[config.mk]
export PLATFORM = sky130hd
export DESIGN_NAME = psc_top
export DESIGN_NICKNAME = d
export VERILOG_FILES = /design/src/rtl/psc_pkg.sv /design/src/rtl/psc_top.sv
export VERILOG_INCLUDE_DIRS = /design/src /design/src/rtl
export SDC_FILE = /design/constraint.sdc
export NUM_CORES = 1
export LEC_CHECK = 0
export ABC_AREA = 1
export BUFFER_PORTS_ARGS = -buffer_cell sky130_fd_sc_hd__buf_2
export CORE_AREA = 2 2 111 113
export DETAILED_ROUTE_END_ITERATION = 16
export DIE_AREA = 0 0 113 115
export PLACE_DENSITY_LB_ADDON = 0.12
export SLEW_MARGIN = 20
export SYNTH_ARGS = -nofsm -noshare
export SYNTH_HDL_FRONTEND = slang
export SYNTH_SLANG_ARGS = --single-unit
[constraint.sdc]
create_clock -name CLK -period 5.7 [get_ports CLK]
set_clock_uncertainty 0.05 [all_clocks]
set_input_delay 1.71 -clock CLK [delete_from_list [all_inputs] [get_ports CLK]]
set_output_delay 1.71 -clock CLK [all_outputs]
set_load 0.03 [all_outputs]
[src/rtl/psc_defines.svh]
`ifndef PSC_DEFINES_SVH
`define PSC_DEFINES_SVH
// Command codes of the register words.
`define PSC_CMD_CONF 8'h00
`define PSC_CMD_THR_LOW 8'h03
`define PSC_CMD_THR_HIGH 8'h04
`define PSC_CMD_FLAGS 8'hF9
// Bit positions inside the configuration word.
`define PSC_BIT_POWER 0
`define PSC_BIT_CAL 7
`define PSC_BIT_MODE_LO 8
`define PSC_BIT_PERS_LO 10
`define PSC_BIT_SMART 12
`define PSC_BIT_SUN 13
`define PSC_BIT_WIDE 14
// Bit positions of the event flags, high byte of the flag word.
`define PSC_FLAG_LOW 8
`define PSC_FLAG_HIGH 9
`define PSC_FLAG_SUN 12
// Reset values and the write mask.
`define PSC_CONF_RESET 16'h0000
`define PSC_THR_RESET 16'h0000
`define PSC_CONF_MASK 16'h7F81
// Interrupt mode codes.
`define PSC_MODE_OFF 2'h0
`define PSC_MODE_LEVEL 2'h1
`define PSC_MODE_EVENT 2'h3
`endif

[src/rtl/psc_pkg.sv]
package psc_pkg;
	// One-hot states of the serial slave.
	typedef enum logic [4:0] {
		ST_IDLE = 5'b00001,
		ST_RECV = 5'b00010,
		ST_ACK = 5'b00100,
		ST_SEND = 5'b01000,
		ST_RACK = 5'b10000
	} psc_state_e;
	// Layout of the configuration word.
	typedef struct packed {
		logic rsv15;
		logic wide_output_enable;
		logic sunlight_guard_irq_enable;
		logic adaptive_persistence_enable;
		logic [1:0] persistence_count;
		logic [1:0] irq_mode;
		logic calibration_enable;
		logic [5:0] rsv6_1;
		logic sensor_power_enable;
	} psc_conf_s;
	// One measurement from the front end.
	typedef struct packed {
		logic valid;
		logic [15:0] data;
	} psc_meas_s;
endpackage

[src/rtl/psc_top.sv]
`timescale 1ns/100ps
`include "psc_defines.svh"
module psc_top #(
	parameter logic [6:0] SLAVE_ADDR = 7'h4C // Arbitrary value.
) (
	// Clock and reset.
	input wire logic CLK,
	input wire logic SRST,
	// Serial bus pins.
	input wire logic SCL_I,
	input wire logic SDA_I,
	output logic SDA_O,
	output logic SDA_OE,
	// Front end.
	input wire psc_pkg::psc_meas_s MEAS,
	input wire logic SUN_DET,
	output logic MEAS_WIDE,
	// Configuration seen by the front end.
	output logic POWER_ON,
	output logic CAL_EN,
	// Interrupt pin, active low.
	output logic INT_N
);
	import psc_pkg::*;

	// ****************************************
	// Pin synchronisers
	// ****************************************
	logic [2:0] scl_ff; // Stage 0 is read only by stage 1.
	logic [2:0] sda_ff;

	// Two flops bring the pins in; the third gives the previous level.
	always_ff @(posedge CLK)
	begin
		if (SRST)
		begin
			scl_ff <= 3'h7;
			sda_ff <= 3'h7;
		end
		else
		begin
			scl_ff <= {scl_ff[1:0], SCL_I};
			sda_ff <= {sda_ff[1:0], SDA_I};
		end
	end

	logic scl_rise, scl_fall, bus_start, bus_stop, sda_now;
	assign sda_now = sda_ff[1];
	assign scl_rise = scl_ff[1] & ~scl_ff[2];
	assign scl_fall = ~scl_ff[1] & scl_ff[2];
	// SDA moving while SCL is high marks start and stop.
	assign bus_start = scl_ff[1] & scl_ff[2] & ~sda_ff[1] & sda_ff[2];
	assign bus_stop = scl_ff[1] & scl_ff[2] & sda_ff[1] & ~sda_ff[2];

	// ****************************************
	// Register file
	// ****************************************
	psc_conf_s conf_ff, nxt_conf; // Configuration word.
	logic [15:0] thr_low_ff, nxt_thr_low; // Low threshold.
	logic [15:0] thr_high_ff, nxt_thr_high; // High threshold.
	logic [15:0] flags_ff, nxt_flags; // Sticky event flags.
	logic [7:0] cmd_ff; // Command code of the transfer.
	logic wr_pulse_ff; // One byte arrived for the register file.
	logic [7:0] wr_byte_ff;
	logic wr_hi_ff; // Byte goes to the high half.
	logic rd_clr_ff; // High flag byte was read out.
	logic hi_evt, lo_evt, sun_evt;

	// Picks the byte returned for a command code.
	function automatic logic [7:0] rd_byte(input logic [7:0] cmd, input logic hi);
		logic [15:0] w;
		w = 16'h0000;
		case (cmd)
			`PSC_CMD_CONF: w = conf_ff;
			`PSC_CMD_THR_LOW: w = thr_low_ff;
			`PSC_CMD_THR_HIGH: w = thr_high_ff;
			`PSC_CMD_FLAGS: w = flags_ff;
			default: w = 16'h0000;
		endcase
		return hi ? w[15:8] : w[7:0];
	endfunction

	// Low byte then high byte; reserved bits are forced to zero on write.
	always_comb
	begin
		nxt_conf = conf_ff;
		nxt_thr_low = thr_low_ff;
		nxt_thr_high = thr_high_ff;
		nxt_flags = flags_ff;
		if (wr_pulse_ff)
		begin
			case (cmd_ff)
				`PSC_CMD_CONF:
				begin
					// Control bits take effect from the next edge.
					if (wr_hi_ff)
						nxt_conf[15:8] = wr_byte_ff & 8'(`PSC_CONF_MASK >> 8);
					else
						nxt_conf[7:0] = wr_byte_ff & 8'(`PSC_CONF_MASK);
				end
				`PSC_CMD_THR_LOW:
				begin
					if (wr_hi_ff)
						nxt_thr_low[15:8] = wr_byte_ff;
					else
						nxt_thr_low[7:0] = wr_byte_ff;
				end
				`PSC_CMD_THR_HIGH:
				begin
					if (wr_hi_ff)
						nxt_thr_high[15:8] = wr_byte_ff;
					else
						nxt_thr_high[7:0] = wr_byte_ff;
				end
				default:
				begin
					// Read-only or unmapped codes ignore writes.
				end
			endcase
		end
		// Reading clears the flags, but a new event in that cycle is kept.
		if (rd_clr_ff)
			nxt_flags = 16'h0000;
		if (hi_evt && conf_ff.irq_mode == `PSC_MODE_EVENT)
			nxt_flags[`PSC_FLAG_HIGH] = 1'b1;
		if (lo_evt && conf_ff.irq_mode == `PSC_MODE_EVENT)
			nxt_flags[`PSC_FLAG_LOW] = 1'b1;
		if (sun_evt)
			nxt_flags[`PSC_FLAG_SUN] = 1'b1;
	end

	always_ff @(posedge CLK)
	begin
		if (SRST)
		begin
			conf_ff <= `PSC_CONF_RESET;
			thr_low_ff <= `PSC_THR_RESET;
			thr_high_ff <= `PSC_THR_RESET;
			flags_ff <= 16'h0000;
		end
		else
		begin
			conf_ff <= nxt_conf;
			thr_low_ff <= nxt_thr_low;
			thr_high_ff <= nxt_thr_high;
			flags_ff <= nxt_flags;
		end
	end

	// ****************************************
	// Serial slave
	// ****************************************
	psc_state_e st_ff, nxt_st;
	logic [3:0] cnt_ff, nxt_cnt; // Bits moved in the current byte.
	logic [7:0] sh_ff, nxt_sh; // Shift register.
	logic addr_ph_ff, nxt_addr_ph; // Next byte is the address.
	logic cmd_ph_ff, nxt_cmd_ph; // Next byte is the command code.
	logic is_rd_ff, nxt_is_rd;
	logic hi_ff, nxt_hi; // Which half of the word comes next.
	logic oe_ff, nxt_oe;
	logic [7:0] nxt_cmd, nxt_wr_byte;
	logic nxt_wr_pulse, nxt_wr_hi, nxt_rd_clr;
	logic [7:0] tx;
	// A process rather than an assign, so a changed register word also refreshes the byte.
	always_comb
	begin
		tx = rd_byte(cmd_ff, hi_ff);
	end

	// A repeated start keeps the command code so a read follows it.
	always_comb
	begin
		nxt_st = st_ff;
		nxt_cnt = cnt_ff;
		nxt_sh = sh_ff;
		nxt_addr_ph = addr_ph_ff;
		nxt_cmd_ph = cmd_ph_ff;
		nxt_is_rd = is_rd_ff;
		nxt_hi = hi_ff;
		nxt_oe = oe_ff;
		nxt_cmd = cmd_ff;
		nxt_wr_byte = wr_byte_ff;
		nxt_wr_hi = wr_hi_ff;
		nxt_wr_pulse = 1'b0;
		nxt_rd_clr = 1'b0;
		if (bus_start)
		begin
			// the command code survives every start, repeated or not, and every stop.
			nxt_st = ST_RECV;
			nxt_cnt = 4'h0;
			nxt_addr_ph = 1'b1;
			nxt_hi = 1'b0;
			nxt_oe = 1'b0;
		end
		else if (bus_stop)
		begin
			nxt_st = ST_IDLE;
			nxt_oe = 1'b0;
		end
		else
		begin
			case (st_ff)
				ST_RECV:
				begin
					if (scl_rise)
					begin
						nxt_sh = {sh_ff[6:0], sda_now};
						nxt_cnt = cnt_ff + 4'h1;
					end
					else if (scl_fall && cnt_ff == 4'h8)
					begin
						nxt_cnt = 4'h0;
						nxt_st = ST_ACK;
						nxt_oe = 1'b1;
						if (addr_ph_ff)
						begin
							nxt_addr_ph = 1'b0;
							nxt_is_rd = sh_ff[0];
							nxt_cmd_ph = ~sh_ff[0];
							// Another address is not ours: stay off the bus.
							if (sh_ff[7:1] != SLAVE_ADDR)
							begin
								nxt_st = ST_IDLE;
								nxt_oe = 1'b0;
							end
						end
						else if (cmd_ph_ff)
						begin
							nxt_cmd_ph = 1'b0;
							nxt_cmd = sh_ff;
						end
						else
						begin
							nxt_wr_pulse = 1'b1;
							nxt_wr_byte = sh_ff;
							nxt_wr_hi = hi_ff;
							nxt_hi = ~hi_ff;
						end
					end
				end
				ST_ACK:
				begin
					if (scl_fall)
					begin
						if (is_rd_ff)
						begin
							nxt_st = ST_SEND;
							nxt_sh = tx;
							nxt_oe = ~tx[7];
							nxt_cnt = 4'h1;
						end
						else
						begin
							nxt_st = ST_RECV;
							nxt_oe = 1'b0;
						end
					end
				end
				ST_SEND:
				begin
					if (scl_fall)
					begin
						if (cnt_ff == 4'h8)
						begin
							nxt_st = ST_RACK;
							nxt_oe = 1'b0;
							nxt_rd_clr = hi_ff && cmd_ff == `PSC_CMD_FLAGS;
							nxt_hi = ~hi_ff;
						end
						else
						begin
							nxt_sh = {sh_ff[6:0], 1'b0};
							nxt_oe = ~sh_ff[6];
							nxt_cnt = cnt_ff + 4'h1;
						end
					end
				end
				ST_RACK:
				begin
					// A not-acknowledge ends the read until the next start.
					if (scl_rise && sda_now)
						nxt_st = ST_IDLE;
					else if (scl_fall)
					begin
						nxt_st = ST_SEND;
						nxt_sh = tx;
						nxt_oe = ~tx[7];
						nxt_cnt = 4'h1;
					end
				end
				default:
				begin
					nxt_st = ST_IDLE;
					nxt_oe = 1'b0;
				end
			endcase
		end
	end

	always_ff @(posedge CLK)
	begin
		if (SRST)
		begin
			st_ff <= ST_IDLE;
			cnt_ff <= 4'h0;
			sh_ff <= 8'h00;
			addr_ph_ff <= 1'b0;
			cmd_ph_ff <= 1'b0;
			is_rd_ff <= 1'b0;
			hi_ff <= 1'b0;
			oe_ff <= 1'b0;
			cmd_ff <= 8'h00;
			wr_byte_ff <= 8'h00;
			wr_hi_ff <= 1'b0;
			wr_pulse_ff <= 1'b0;
			rd_clr_ff <= 1'b0;
		end
		else
		begin
			st_ff <= nxt_st;
			cnt_ff <= nxt_cnt;
			sh_ff <= nxt_sh;
			addr_ph_ff <= nxt_addr_ph;
			cmd_ph_ff <= nxt_cmd_ph;
			is_rd_ff <= nxt_is_rd;
			hi_ff <= nxt_hi;
			oe_ff <= nxt_oe;
			cmd_ff <= nxt_cmd;
			wr_byte_ff <= nxt_wr_byte;
			wr_hi_ff <= nxt_wr_hi;
			wr_pulse_ff <= nxt_wr_pulse;
			rd_clr_ff <= nxt_rd_clr;
		end
	end

	// ****************************************
	// Threshold and interrupt logic
	// ****************************************
	logic [2:0] hi_cnt_ff, nxt_hi_cnt, lo_cnt_ff, nxt_lo_cnt; // Consecutive crossings.
	logic smart_hi_ff, nxt_smart_hi, smart_lo_ff, nxt_smart_lo; // Shortcut armed.
	logic lvl_ff, nxt_lvl; // Level-mode interrupt state.
	logic int_n_ff, nxt_int_n;
	logic sun_s1_ff, sun_s2_ff; // Sunlight detector from the analog side.
	logic [15:0] meas_used;
	logic above, below, take;
	logic [2:0] need_hi, need_lo;

	// In 12-bit mode the upper nibble is dropped.
	assign meas_used = conf_ff.wide_output_enable ? MEAS.data : {4'h0, MEAS.data[11:0]};
	assign take = MEAS.valid & conf_ff.sensor_power_enable;
	assign above = take & (meas_used > thr_high_ff);
	assign below = take & (meas_used < thr_low_ff);
	// Smart persistence drops to one measurement once an event fired.
	assign need_hi = smart_hi_ff ? 3'h1 : {1'b0, conf_ff.persistence_count} + 3'h1;
	assign need_lo = smart_lo_ff ? 3'h1 : {1'b0, conf_ff.persistence_count} + 3'h1;
	assign hi_evt = above && hi_cnt_ff + 3'h1 == need_hi;
	assign lo_evt = below && lo_cnt_ff + 3'h1 == need_lo;
	assign sun_evt = sun_s2_ff & conf_ff.sunlight_guard_irq_enable;

	// Counters restart after every event, so each later event qualifies anew.
	always_comb
	begin
		nxt_hi_cnt = 3'h0;
		nxt_lo_cnt = 3'h0;
		nxt_smart_hi = smart_hi_ff;
		nxt_smart_lo = smart_lo_ff;
		nxt_lvl = lvl_ff;
		if (!take)
		begin
			nxt_hi_cnt = hi_cnt_ff;
			nxt_lo_cnt = lo_cnt_ff;
		end
		else
		begin
			nxt_hi_cnt = (above && !hi_evt) ? hi_cnt_ff + 3'h1 : 3'h0;
			nxt_lo_cnt = (below && !lo_evt) ? lo_cnt_ff + 3'h1 : 3'h0;
			nxt_smart_hi = above & (smart_hi_ff | hi_evt) & conf_ff.adaptive_persistence_enable;
			nxt_smart_lo = below & (smart_lo_ff | lo_evt) & conf_ff.adaptive_persistence_enable;
		end
		if (!conf_ff.adaptive_persistence_enable)
		begin
			nxt_smart_hi = 1'b0;
			nxt_smart_lo = 1'b0;
		end
		if (conf_ff.irq_mode != `PSC_MODE_LEVEL)
			nxt_lvl = 1'b0;
		else if (hi_evt)
			nxt_lvl = 1'b1;
		else if (lo_evt)
			nxt_lvl = 1'b0;
		// Mode 10 and 00 both leave the pin released unless a sunlight flag with its guard enabled pulls it low.
		case (conf_ff.irq_mode)
			`PSC_MODE_LEVEL: nxt_int_n = ~lvl_ff;
			`PSC_MODE_EVENT: nxt_int_n = ~(flags_ff[`PSC_FLAG_HIGH] | flags_ff[`PSC_FLAG_LOW]);
			default: nxt_int_n = 1'b1;
		endcase
		if (flags_ff[`PSC_FLAG_SUN] && conf_ff.sunlight_guard_irq_enable)
			nxt_int_n = 1'b0;
	end

	always_ff @(posedge CLK)
	begin
		if (SRST)
		begin
			hi_cnt_ff <= 3'h0;
			lo_cnt_ff <= 3'h0;
			smart_hi_ff <= 1'b0;
			smart_lo_ff <= 1'b0;
			lvl_ff <= 1'b0;
			int_n_ff <= 1'b1;
			sun_s1_ff <= 1'b0;
			sun_s2_ff <= 1'b0;
		end
		else
		begin
			hi_cnt_ff <= nxt_hi_cnt;
			lo_cnt_ff <= nxt_lo_cnt;
			smart_hi_ff <= nxt_smart_hi;
			smart_lo_ff <= nxt_smart_lo;
			lvl_ff <= nxt_lvl;
			int_n_ff <= nxt_int_n;
			sun_s1_ff <= SUN_DET;
			sun_s2_ff <= sun_s1_ff;
		end
	end

	// Outputs come from flops or, for SDA_O, a constant; the data line is only ever pulled low.
	assign SDA_O = 1'b0;
	assign SDA_OE = oe_ff;
	assign POWER_ON = conf_ff.sensor_power_enable;
	assign CAL_EN = conf_ff.calibration_enable;
	assign MEAS_WIDE = conf_ff.wide_output_enable;
	assign INT_N = int_n_ff;
endmodule

==> impl_metrics.ini <==
[synth]
synth-async-reset-ratio_pct = 0
synth_top_family_by_area = simple AND/OR/NAND/NOR gates
synth_xor_area_share_pct = 1.37
synth_warnings = 0
synth_top_area_share_pct = 35.9
synth_commonest_cells = nand2_1 (167), inv_1 (109), dfxtp_1 (103)
synth_top_area_cell = dfxtp_1
synth.most_common_cell = nand2_1
seq_area_frac_synth_pct = 35.9
synth.mux.area_fraction_pct = 0
syn_inst = 819
synth_compound_area_share_pct = 18.3
syn_area_um2 = 5750
ys_types = 42
syn_nets = 877
ys_ff_latch = 103
ys.flop_type = dfxtp_1
yosys.area_share.simple_pct = 26.7
synth-edff-count = 0
synth_area_leaders = dfxtp_1 (36%), nand2_1 (11%), a21oi_1 (8.4%), ha_1 (7.8%), inv_1 (7.1%)
synthAdderAreaFrac_pct = 7.83
syn_avg_cell_area_um2 = 7.02

[grt]
use_met3_pct = 4.80
grt_use_met1_pct = 31.0
grt_max_degree = 63
antenna_found_initial = 0
grt_pass1_vias = 5070
overflow = 0
use_met2_pct = 42.6
grt_pass1_wl_um = 25100
track_usage_pct = 24.5
top_usage_layer = met2

[sta]
final_hold_viol_count = 0
setup_violations = 0
max_freq_ghz = 0.333
finalWorstSetupSlack_ns = 2.70
slew_violations = 0
tns_ns = 0
finalCritPeriodShare_pct = 52.6
tightest_slew_ns = 0.874
slew_headroom_pct = 41.5
rsz0062_at_grt = false
fin_crit_ns = 3.00

[power_and_ir_drop]
seqPwrFrac_pct = 50.8
combPwrFrac_pct = 4.6
power_frac_clock_pct = 44.6
internal-power_mw = 1.10
swShare_pct = 22.8
power_leakage_nw = 2.68
irDropWorstVdd_v = 0.000173
power_density_nw_per_um2 = 227
power_switching_mw = 0.325

[critical_path]
rrSetupSlack_ns = 3.39
path_max_fanout = 5
path_class = input port to flip-flop
cp_data_arrival_time_ns = 3.23
worst-r2r-cell-count = 11
crit-reg2reg-launch = cmd_ff[1]
end_kind = flip-flop
startpoint_type = input port
r2r_end = sh_ff[0]
critPathRequiredTime_ns = 5.93

[die]
fp.dieW_um = 113
die_y_um = 115
rows = 40
pin_count = 28
initial_core_util_pct = 48.7
dieArea_um2 = 13000
core_um2 = 11800

[routing]
ant_nets = 0
via_per_inst = 5.36
drc = 2
drt-total-wl_um = 15100
drt-wirelength-per-cell_um = 15.3
drtIter0Drc = 338
firstDrtPassIters = 11
vias = 5282

[place]
globalplace.congestion = 0.909
post_dp_cell_area_um2 = 5960
placed_cells = 970
portBuffers = 26
place_ws_ns = 2.33
dp.final_hpwl_um = 11300

[clock_tree]
tritoncts = yes
root_buffer = clkbuf_16
cts_hold_buf = 0
clock_sinks = 103
clk_latency_ns = 0.35
clkTransAtPathRegs_ns = 0.07
h-tree-depth = 3
cts_buffers = 9
cts_max_path_buffers = 2
post_cts_buffers = 0
cts_resized = 0

[finish]
regArea_um2 = 2060
syn2layout_area_growth_pct = 8.99
n_fill_cell = 1209
fin_area_um2 = 6270
stdcell_count = 986
diodes = 0
final_net_count = 892
drive_above_1_share_pct = 11.0
multiInputGateArea_um2 = 3120

[worst_hold_path]
hp-class = flip-flop to flip-flop
hp-start = scl_ff[0]
hold_depth = 1
worstHoldEndpoint = scl_ff[1]

[status]
violations = DRC
status = finished, violations left

[job]
cap_violations = 0
## cell usage in the layout (no fill, tap or decap), drive strengths merged, types with 15 or more instances in the layout
cell / instances
nand2: 171
nand3: 37
a21oi: 98
inv: 121
dfxtp: 103
buf: 27
nand4: 15
o21ai: 70
ha: 36
nor2: 94
## worst max-delay path by stage
stage          startpoint       endpoint  slack, ns  cells past startpoint
2_1_floorplan    MEAS[15]   lo_cnt_ff[0]       2.71                      9
4_1_cts          MEAS[15]    smart_lo_ff       2.68                     10
6_report         MEAS[15]    smart_lo_ff       2.70                     10
3_3_place_gp         SRST  wr_byte_ff[4]       2.39                      5
5_1_grt          MEAS[15]    smart_lo_ff       2.50                     10
3_5_place_dp     MEAS[15]    smart_lo_ff       2.33                     10
## final cells by class
type / count / area share (%)
clock buffers: 10 / 3.81
clock inverters: 6 / 1.10
inverters: 121 / 7.25
multi-input cells: 572 / 49.8
flip-flops and latches: 103 / 32.9
well taps: 147 / 2.93
repair buffers: 27 / 2.20
## state kept, by name, indices dropped and copies added, names as in the netlist, 4 cells and up
| name | cells |
|---|---|
| conf_ff | 6 |
| cmd_ff | 8 |
| st_ff | 5 |
| cnt_ff | 4 |
| wr_byte_ff | 8 |
| thr_low_ff | 16 |
| sh_ff | 8 |
| thr_high_ff | 16 |
## stage by stage
| stage | hold WS [ns] | utilization [%] | power (mW) |
|---|---|---|---|
| 4_1_cts | 0.365 | 53.0 | 1.44 |
| 5_1_grt | 0.382 | 53.1 | 1.48 |
| 3_3_place_gp | 0.347 | 50.4 | 0.805 |
| 6_report | 0.362 | 53.1 | 1.43 |
| 3_5_place_dp | 0.349 | 50.4 | 0.807 |
| 2_1_floorplan | 0.338 | - | 0.785 |
## kinds of logic (layout without fill, tap and decap cells)
group / count (synthesis) / count (layout)
fa+ha+maj: 36 / 36
flops: 103 / 103
simple gates: 336 / 336
compound gates: 190 / 190
other cells: 1 / 1
buf+inv: 144 / 164
xor+xnor: 9 / 9
## critical path, cell delays in order
cell,delay (ns)
buf_2,0.09
nand2_1,0.05
inv_1,0.06
ha_1,0.29
a211oi_1,0.29
nand2_1,0.10
nor2_1,0.26
and2_1,0.20
nand2_1,0.05
a21oi_1,0.13
## layer usage
metal | vias to the layer above | wire length (um)
met5 | - | 0
met4 | 0 | 331
met3 | 19 | 854
met1 | 2407 | 6690
li1 | 2698 | -
met2 | 158 | 7190
## power by group through the flow
stage	logic, mW	clock network [mW]	registers, mW
global placement	0.0640	0	0.741
floorplan	0.0444	0	0.741
detailed placement	0.0658	0	0.741
global route	0.0752	0.678	0.724
finish	0.0657	0.635	0.725
CTS	0.0660	0.648	0.724
Note: power is estimated with default switching activity, not from simulation.
